<file path="config.mk">
export PLATFORM = sky130hd
export DESIGN_NAME = usrx_sync_rx
export DESIGN_NICKNAME = d
export VERILOG_FILES = /design/src/common/usrx_pkg.sv /design/src/hdl/usrx_sync_rx.sv
export SDC_FILE = /design/constraint.sdc
export NUM_CORES = 1
export LEC_CHECK = 0
export BUFFER_PORTS_ARGS = -buffer_cell sky130_fd_sc_hd__buf_2
export CAP_MARGIN = 5
export CORE_UTILIZATION = 50
export CTS_CLUSTER_SIZE = 14
export DETAILED_ROUTE_END_ITERATION = 6
export HOLD_SLACK_MARGIN = 0.06
export PLACE_DENSITY = 0.8
export REMOVE_ABC_BUFFERS = 1
export SYNTH_ARGS = -nofsm -noshare
export SYNTH_HDL_FRONTEND = slang
export SYNTH_SLANG_ARGS = --single-unit
</file>
<file path="constraint.sdc">
create_clock -name pclk -period 2.12 [get_ports pclk]
set_input_delay 0.212 -clock pclk [delete_from_list [all_inputs] [get_ports pclk]]
set_output_delay 0.212 -clock pclk [all_outputs]
set_load 0.02 [all_outputs]
</file>
<file path="src/common/usrx_pkg.sv">
// Purpose: Shared constants, types and state layout for the receiver.
// Assumes: APB slave with 32-bit data; one register per aligned word.
// Notes:   Printed offsets are register indices; byte address = 4 * index.

package usrx_pkg;

    // ========================================================
    // Register indices
    localparam int         IDX_W     = 8;
    localparam logic [7:0] IDX_FLAG  = 8'h0C;
    localparam logic [7:0] IDX_RECEIVE_STATUS_CONTROL = 8'h18;
    localparam logic [7:0] IDX_RCBUF = 8'h1A;
    localparam logic [7:0] IDX_PIE   = 8'h8C;
    localparam logic [7:0] IDX_TRANSMIT_STATUS_CONTROL = 8'h98;
    localparam logic [7:0] IDX_BAUD  = 8'h99;

    // ========================================================
    // Field positions
    localparam int B_RECEIVE_DONE_FLAG = 5;
    localparam int B_RECEIVE_IRQ_ENABLE = 5;
    localparam int B_SERIAL_PORT_ENABLE = 7;
    localparam int B_RX9  = 6;
    localparam int B_SINGLE_WORD_RECEIVE_ENABLE = 5;
    localparam int B_CONTINUOUS_RECEIVE_ENABLE = 4;
    localparam int B_OVERRUN_ERROR_BIT = 1;
    localparam int B_NINTH_RECEIVED_BIT = 0;
    localparam int B_CLOCK_SOURCE_MASTER_SELECT = 7;
    localparam int B_SYNC = 4;
    localparam int B_SHIFT_REGISTER_EMPTY = 1;

    // ========================================================
    // Reset values and write masks
    localparam logic [7:0] RST_RECEIVE_STATUS_CONTROL   = 8'h00;
    localparam logic [7:0] RST_TRANSMIT_STATUS_CONTROL   = 8'h02;
    localparam logic [7:0] RST_BAUD    = 8'h00;
    localparam logic [7:0] RST_PIE     = 8'h00;
    localparam logic [7:0] RECEIVE_STATUS_CONTROL_WMASK = 8'hF0;
    localparam logic [7:0] TRANSMIT_STATUS_CONTROL_WMASK = 8'hF5;

    // ========================================================
    // Word sizes and buffer depth
    localparam logic [3:0] NBITS_8    = 4'h8;
    localparam logic [3:0] NBITS_9    = 4'h9;
    localparam logic [1:0] FIFO_DEPTH = 2'h2;

    typedef enum logic [1:0] {
        ST_IDLE  = 2'b00,
        ST_SHIFT = 2'b01,
        ST_LOAD  = 2'b11
    } usrx_state_e;

    typedef struct packed {
        logic        psel;
        logic        penable;
        logic        pwrite;
        logic [11:0] paddr;
        logic [31:0] pwdata;
    } usrx_apb_req_s;

    typedef struct packed {
        logic [31:0] prdata;
        logic        pready;
        logic        pslverr;
    } usrx_apb_rsp_s;

    typedef struct packed {
        usrx_state_e     st;
        logic [7:0]      div_cnt;
        logic            sck;
        logic            oe;
        logic [3:0]      bit_cnt;
        logic [8:0]      shreg;
        logic [1:0][8:0] fifo;
        logic [1:0]      cnt;
        logic            rd_ptr;
        logic            overrun_error_bit;
        logic [7:0]      receive_status_control_w;
        logic [7:0]      transmit_status_control_w;
        logic [7:0]      baud;
        logic [7:0]      pie;
        usrx_apb_rsp_s   rsp;
        logic            irq;
        logic            ds1;
        logic            ds2;
    } usrx_state_s;

endpackage

</file>
<file path="src/hdl/usrx_sync_rx.sv">
// Purpose: Synchronous master serial receiver with two-entry buffer.
// Assumes: pclk 100 MHz; data pin is asynchronous to pclk.
// Notes:   Serial clock idles low; bits are taken as it falls.
//
// Overview of operation
// - Reception starts only when single-word or continuous enable is set.
// - Each data bit is sampled at the falling serial clock edge.
// - Single-word enable alone receives one word, then clears itself.
// - Continuous enable keeps receiving words until software clears it.
// - With both enables set, continuous behaviour wins.
// - Completed word moves from shift register to buffer if room.
// - Receive flag is set once a word sits in the buffer.
// - Interrupt output follows flag only while receive interrupt enabled.
// - Flag is read-only; it clears when buffer is read empty.
// - Buffer holds two words while a third is shifting.
// - Full buffer at last bit of third word: overrun set, word dropped.
// - While overrun is set, no word enters the buffer.
// - Ninth bit is queued alongside each data byte.
// - Reading buffer exposes next entry's ninth bit; read status first.
// - Nine-bit select chooses nine-bit words, else eight-bit words.
//
// The APB register port is this design's own decision.

`timescale 1ns/1ps

module usrx_sync_rx
    import usrx_pkg::*;
(
    // Clock, reset, enable
    input  wire logic          pclk,
    input  wire logic          presetn,
    input  wire logic          ce,
    // APB slave
    input  wire usrx_apb_req_s apb_req,
    output usrx_apb_rsp_s      apb_rsp,
    // Serial clock pin
    output logic               sck_out,
    output logic               sck_oe,
    // Serial data pin
    input  wire logic          sdata_in,
    output logic               sdata_out,
    output logic               sdata_oe,
    // Receive interrupt
    output logic               rx_irq
);

    usrx_state_s r_reg;
    usrx_state_s r_next;

    // ========================================================
    // Helpers
    function automatic logic [31:0] zx8(input logic [7:0] v);
        return {24'h000000, v};
    endfunction

    function automatic logic idx_hit(input logic [7:0] idx);
        return (apb_req.paddr[11:10] == 2'b00)
            && (apb_req.paddr[1:0] == 2'b00)
            && (apb_req.paddr[9:2] == idx);
    endfunction

    // ========================================================
    // Decoded controls
    logic       port_on;
    logic       single_word_receive_enable;
    logic       continuous_receive_enable;
    logic       rx_run;
    logic [3:0] nbits;
    logic [8:0] head;
    logic       setup;
    logic       access;
    logic       mapped;
    logic       next_ninth;

    always_comb begin
        port_on = r_reg.receive_status_control_w[B_SERIAL_PORT_ENABLE] && r_reg.transmit_status_control_w[B_SYNC]
               && r_reg.transmit_status_control_w[B_CLOCK_SOURCE_MASTER_SELECT];
        single_word_receive_enable    = r_reg.receive_status_control_w[B_SINGLE_WORD_RECEIVE_ENABLE];
        continuous_receive_enable    = r_reg.receive_status_control_w[B_CONTINUOUS_RECEIVE_ENABLE];
        rx_run  = port_on && (single_word_receive_enable || continuous_receive_enable);
        nbits   = r_reg.receive_status_control_w[B_RX9] ? NBITS_9 : NBITS_8;
        head    = r_reg.fifo[r_reg.rd_ptr];
        setup   = apb_req.psel && !apb_req.penable;
        access  = apb_req.psel && apb_req.penable && r_reg.rsp.pready;
        mapped  = idx_hit(IDX_FLAG) || idx_hit(IDX_RECEIVE_STATUS_CONTROL)
               || idx_hit(IDX_RCBUF) || idx_hit(IDX_PIE)
               || idx_hit(IDX_TRANSMIT_STATUS_CONTROL) || idx_hit(IDX_BAUD);
        next_ninth = r_reg.fifo[!r_reg.rd_ptr][8];
    end

    // ========================================================
    // Next-state logic
    logic       pop;
    logic       push;
    logic       word_done;
    logic [7:0] wbyte;
    logic [7:0] receive_status_control_rd;

    always_comb begin
        r_next    = r_reg;
        pop       = 1'b0;
        push      = 1'b0;
        word_done = 1'b0;
        wbyte     = apb_req.pwdata[7:0];
        receive_status_control_rd  = r_reg.receive_status_control_w;
        receive_status_control_rd[B_OVERRUN_ERROR_BIT] = r_reg.overrun_error_bit;
        receive_status_control_rd[B_NINTH_RECEIVED_BIT] = head[8];

        // Data pin synchroniser; pin is never driven
        r_next.ds1 = sdata_in;
        r_next.ds2 = r_reg.ds1;

        // ---- Bus: answer registered one cycle after setup
        r_next.rsp.pready  = 1'b0;
        r_next.rsp.pslverr = 1'b0;
        if (setup) begin
            r_next.rsp.pready  = 1'b1;
            r_next.rsp.pslverr = !mapped;
            r_next.rsp.prdata  = 32'h00000000;
            if (!apb_req.pwrite) begin
                if (idx_hit(IDX_FLAG)) begin
                    r_next.rsp.prdata[B_RECEIVE_DONE_FLAG] = (r_reg.cnt != 2'h0);
                end
                if (idx_hit(IDX_RECEIVE_STATUS_CONTROL)) begin
                    r_next.rsp.prdata = zx8(receive_status_control_rd);
                end
                if (idx_hit(IDX_RCBUF)) begin
                    r_next.rsp.prdata = zx8(head[7:0]);
                end
                if (idx_hit(IDX_PIE)) begin
                    r_next.rsp.prdata = zx8(r_reg.pie);
                end
                if (idx_hit(IDX_TRANSMIT_STATUS_CONTROL)) begin
                    r_next.rsp.prdata = zx8(r_reg.transmit_status_control_w
                                            | (8'h01 << B_SHIFT_REGISTER_EMPTY));
                end
                if (idx_hit(IDX_BAUD)) begin
                    r_next.rsp.prdata = zx8(r_reg.baud);
                end
            end
        end

        if (access && !r_reg.rsp.pslverr) begin
            if (apb_req.pwrite) begin
                if (idx_hit(IDX_RECEIVE_STATUS_CONTROL)) begin
                    r_next.receive_status_control_w = wbyte & RECEIVE_STATUS_CONTROL_WMASK;
                end
                if (idx_hit(IDX_PIE)) begin
                    r_next.pie = wbyte;
                end
                if (idx_hit(IDX_TRANSMIT_STATUS_CONTROL)) begin
                    r_next.transmit_status_control_w = wbyte & TRANSMIT_STATUS_CONTROL_WMASK;
                end
                if (idx_hit(IDX_BAUD)) begin
                    r_next.baud = wbyte;
                end
            end else if (idx_hit(IDX_RCBUF) && r_reg.cnt != 2'h0) begin
                pop = 1'b1;
            end
        end

        // Overrun only clears with continuous enable low
        if (!r_next.receive_status_control_w[B_CONTINUOUS_RECEIVE_ENABLE]) begin
            r_next.overrun_error_bit = 1'b0;
        end

        // ---- Serial engine
        case (r_reg.st)
            ST_IDLE: begin
                r_next.sck     = 1'b0;
                r_next.div_cnt = 8'h00;
                r_next.bit_cnt = 4'h0;
                if (rx_run) begin
                    r_next.st = ST_SHIFT;
                end
            end
            ST_SHIFT: begin
                if (!rx_run) begin
                    // Enable dropped mid-word: abandon partial word
                    r_next.st  = ST_IDLE;
                    r_next.sck = 1'b0;
                end else if (r_reg.div_cnt == r_reg.baud) begin
                    r_next.div_cnt = 8'h00;
                    r_next.sck     = !r_reg.sck;
                    if (r_reg.sck) begin
                        // Falling edge: take one bit, LSB first
                        r_next.shreg   = {r_reg.ds2, r_reg.shreg[8:1]};
                        r_next.bit_cnt = r_reg.bit_cnt + 4'h1;
                        if (r_reg.bit_cnt + 4'h1 == nbits) begin
                            r_next.st = ST_LOAD;
                        end
                    end
                end else begin
                    r_next.div_cnt = r_reg.div_cnt + 8'h01;
                end
            end
            ST_LOAD: begin
                word_done      = 1'b1;
                r_next.bit_cnt = 4'h0;
                r_next.div_cnt = 8'h00;
                if (continuous_receive_enable && port_on) begin
                    r_next.st = ST_SHIFT;
                end else begin
                    r_next.st = ST_IDLE;
                    if (!continuous_receive_enable) begin
                        r_next.receive_status_control_w[B_SINGLE_WORD_RECEIVE_ENABLE] = 1'b0;
                    end
                end
            end
            default: begin
                r_next.st  = ST_IDLE;
                r_next.sck = 1'b0;
            end
        endcase

        // ---- Buffer: completed word enters unless blocked
        if (word_done) begin
            if (r_reg.overrun_error_bit) begin
                push = 1'b0;
            end else if (r_reg.cnt == FIFO_DEPTH && !pop) begin
                r_next.overrun_error_bit = 1'b1;
            end else begin
                push = 1'b1;
            end
        end

        if (push) begin
            // 8-bit words align to low byte; ninth bit rides along
            if (nbits == NBITS_9) begin
                r_next.fifo[r_reg.rd_ptr ^ (r_reg.cnt != 2'h0)
                            ^ pop] = r_next.shreg;
            end else begin
                r_next.fifo[r_reg.rd_ptr ^ (r_reg.cnt != 2'h0)
                            ^ pop] = {1'b0, r_next.shreg[8:1]};
            end
        end
        if (pop) begin
            r_next.rd_ptr = !r_reg.rd_ptr;
        end
        case ({push, pop})
            2'b10:   r_next.cnt = r_reg.cnt + 2'h1;
            2'b01:   r_next.cnt = r_reg.cnt - 2'h1;
            default: r_next.cnt = r_reg.cnt;
        endcase

        // Pin drive registered so the pad enable never glitches
        r_next.oe = r_next.receive_status_control_w[B_SERIAL_PORT_ENABLE] && r_next.transmit_status_control_w[B_SYNC]
                 && r_next.transmit_status_control_w[B_CLOCK_SOURCE_MASTER_SELECT];

        // Flag derived from fill level, so a push beats a pop
        r_next.irq = (r_next.cnt != 2'h0) && r_next.pie[B_RECEIVE_IRQ_ENABLE];
    end

    // ========================================================
    // State register
    always_ff @(posedge pclk or negedge presetn) begin
        if (!presetn) begin
            r_reg         <= '0;
            r_reg.st      <= ST_IDLE;
            r_reg.receive_status_control_w <= RST_RECEIVE_STATUS_CONTROL;
            r_reg.transmit_status_control_w <= RST_TRANSMIT_STATUS_CONTROL & TRANSMIT_STATUS_CONTROL_WMASK;
            r_reg.baud    <= RST_BAUD;
            r_reg.pie     <= RST_PIE;
        end else if (ce) begin
            r_reg <= r_next;
        end
    end

    // ========================================================
    // Outputs
    always_comb begin
        apb_rsp   = r_reg.rsp;
        sck_out   = r_reg.sck;
        sck_oe    = r_reg.oe;
        sdata_out = 1'b0;
        sdata_oe  = 1'b0;
        rx_irq    = r_reg.irq;
    end
endmodule

</file>
==> metrics.md <==
| Metric | Value |
|---|---|
| Status | `finished with violations` |
| Failing checks | `negative setup slack` |
| CTS Root Cell | `clkbuf_8` |
| Worst Setup Start Kind | `register` |
| Worst path cell trace | `xor2_1 -> nor4_2 -> buf_4 -> nand2_2 -> or4b_4 -> o221a_4 -> mux2_4` |
| Sequential cell area | `roughly 2200 um^2` |
| Cell area after synthesis | `4980 um^2` |
| Final-report setup violation count | `16` |
| Die Area | `10400 um^2` |
| Top cells by area, synth | `dfrtp_1 (43%), mux2_2 (11%), buf_4 (5.6%), mux2i_1 (5.0%), nand2_1 (3.5%)` |
| Skew final | `0.0107 ns` |
| Worst EP arrival | `between 2 and 3 ns` |
| CTS clk-pin slew, worst paths | `roughly 0.080 ns` |
| Most common cell after layout, fill and taps aside | `dfrtp_1` |
| Final worst-path cycle share | `109%` |
| CP required | `2.35 ns` |
| Post-synth top area share | `roughly 43%` |
| # IOs | `90` |
| Global-route wire length before repair | `19800 um` |
| Netlist cell types | `61` |
| Clk sinks | `86` |
| Detailed Routing Iterations Pass 1 | `4` |
| Vias per inst | `5.47` |
| Layout fillers | `764` |
| Final Hold Vio Count | `0` |
| Max-cap violations | `0` |
| Top_reg_cell synth | `dfrtp_1` |
| Layout cell share with drive strength beyond 1 | `36.0%` |
| Net count, final | `649` |
| Post-route ant nets | `0` |
| Sequential share of the synthesized area | `43.2%` |
| Worst-path cell with the longest stage delay | `or4b_4` |
| Max reg flops | `approximately 70` |
| Seq cells post-synth | `86` |
| # port buffers | `39` |
| Core footprint | `9730 um^2` |
| Initial antenna violation count | `0` |
| Vias in the first global route | `approximately 4000` |
| Routed WL | `12100 um` |
| Final max-slew violation count | `0` |
| Synth area leader | `dfrtp_1` |
| Setup crit end kind | `register` |
| CTS tree | `built` |
| Worst Max-Slew Pin Slew | `0.669 ns` |
| Via count | `3995` |
| Syn Area/Cell | `between 10 and 15 um^2` |
| Util after Layout | `63.3%` |
| Diode count | `0` |
| Relative slew slack | `between 50 and 60%` |
| Fin cells | `between 700 and 800` |
| Cts bufs inserted | `9` |
| Peak VDD IR | `0.000426 V` |
| Layout Area Growth over Synthesis | `23.5%` |
| Commonest non-fill, non-tap cells in the layout | `dfrtp_1 (86), buf_4 (81), nand2_1 (43), mux2_2 (41), buf_2 (38)` |
| Worst-skew pair later-pin latency | `around 0.35 ns` |
| Placer Congestion | `between 0.9 and 1` |
| Largest net degree at the start of global routing | `51` |
| RSZ-0062 raised after global routing | `true` |
| Final worst slack | `-0.184 ns` |
| Pwr dens | `~570 nW/um^2` |
| Initial Util | `about 50%` |
| Chip width | `102 um` |
| Leakage | `approximately 3 nW` |
| Slowest stage delay, CP | `around 0.5 ns` |
| Hpwl dp | `8860 um` |
| Worst Hold Class | `input port to register` |
| Ys Warns | `0` |
| Die height | `102 um` |
| Fmax | `0.434 GHz` |
| Synth Instances | `487` |
| Drt wl/cell | `16.6 um` |
| H-tree level count | `3` |
| Place WS | `-0.385 ns` |
| Setup_tns | `-1.63 ns` |
| Tot GR Track Use | `24.9%` |
| Placed Cells | `708` |
| Post-route DRC | `0` |
| WS Path Type | `register to register` |
| Asr flop ratio synth | `100%` |
| Hold WS | `0.0907 ns` |
| Clock Path Buffers | `2` |
| Site Rows | `36` |
| Post-synth EDFFs | `0` |
| Initial DRC Count | `~150` |
| Crit-path max FO | `3` |
| Min cycle time layout | `around 2.3 ns` |
| GRT overflow | `0` |
| Multi-input logic area | `2660 um^2` |
layer usage:
| layer | GRT usage (%) | vias up | share of wire (%) |
|---|---|---|---|
| met1 | 30.6 | 1953 | 42 |
| li1 | - | 1875 | - |
| met2 | 44.3 | 135 | 50 |
| met4 | 9.89 | 0 | 2.8 |
| met3 | 3.63 | 32 | 5.1 |
| met5 | 0 | - | 0 |
synthesized netlist by cell type (4+ instances only):
master and number:
dfrtp_1 86, mux2_2 47, nand2_1 46, buf_4 37
o21ai_0 29, mux2i_1 25, nor2_1 21, inv_1 19
xor2_1 18, nand3_1 13, a21oi_1 12, nand2b_1 12
clkbuf_1 10, o22ai_1 9, a31oi_1 6, ha_1 6
nand4_1 6, nor2b_1 6, xnor2_1 6, a22oi_1 4
buf_2 4, nor3_1 4, nor4_1 4
through the flow:
| step | total power [mW] | cell area (um^2) |
|---|---|---|
| 4_1_cts | 3.51 | 6060 |
| 3_5_place_dp | 2.10 | 5700 |
| 6_report | 3.53 | 6160 |
| 2_1_floorplan | 1.89 | 4720 |
| 3_3_place_gp | 2.08 | 5700 |
| 5_1_grt | 3.66 | 6160 |
cell type report:
class	count	share of cell area [%]
Timing Repair Buffer	123	14.0
Sequential cell	86	35.0
Multi-Input combinational cell	353	43.2
Inverter	19	1.16
Clock inverter	3	1.46
Clock buffer	13	2.58
Tap cell	133	2.70
cells by family after synthesis:
group / synth area share [%]
compound gates: 10.3
xor+xnor: 4.22
fa+ha+maj: 1.51
buf+inv: 8.53
flops: 43.2
mux: 16.7
other cells: 0.0752
simple gates: 15.5
power breakdown:
part	switching [mW]	internal [mW]	total [mW]
Sequential	0.0162	1.66	1.68
Combinational	0.270	0.162	0.432
Clock	0.575	0.850	1.42
Total	0.862	2.67	3.53
repair_timing:
action,in CTS,in global routing
setup endpoints to repair,32,31
pin swaps,14,9
endpoints found under the hold margin,49,0
hold buffers,1,0
setup buffers,5,0
resized for setup,18,17
worst max-delay path, delay by kind of cell (launching register included):
family / cells / cell delay, ns
simple gates: 3 / 0.85
flops: 1 / 0.43
compound gates: 1 / 0.29
mux: 1 / 0.28
buf+inv: 1 / 0.18
xor+xnor: 1 / 0.17
final timing paths:
check | startpoint | endpoint | slack (ns) | cells past startpoint
max | r_reg[46]$_DFFE_PN0P_ | r_reg[80]$_DFFE_PN0P_ | -0.18 | 7
min reg2reg | r_reg[76]$_DFFE_PN0P_ | r_reg[76]$_DFFE_PN0P_ | 0.49 | 2
max reg2reg | r_reg[46]$_DFFE_PN0P_ | r_reg[80]$_DFFE_PN0P_ | -0.18 | 7
min | sdata_in | r_next[0]$_DFFE_PN0P_ | 0.09 | 2
min in group asynchronous | presetn | r_reg[96]$_DFFE_PN0P_ | 0.43 | 2
max in group asynchronous | presetn | apb_rsp[4]$_DFFE_PN0P_ | 1.04 | 3
No activity file was read; power rests on OpenSTA's default activity.
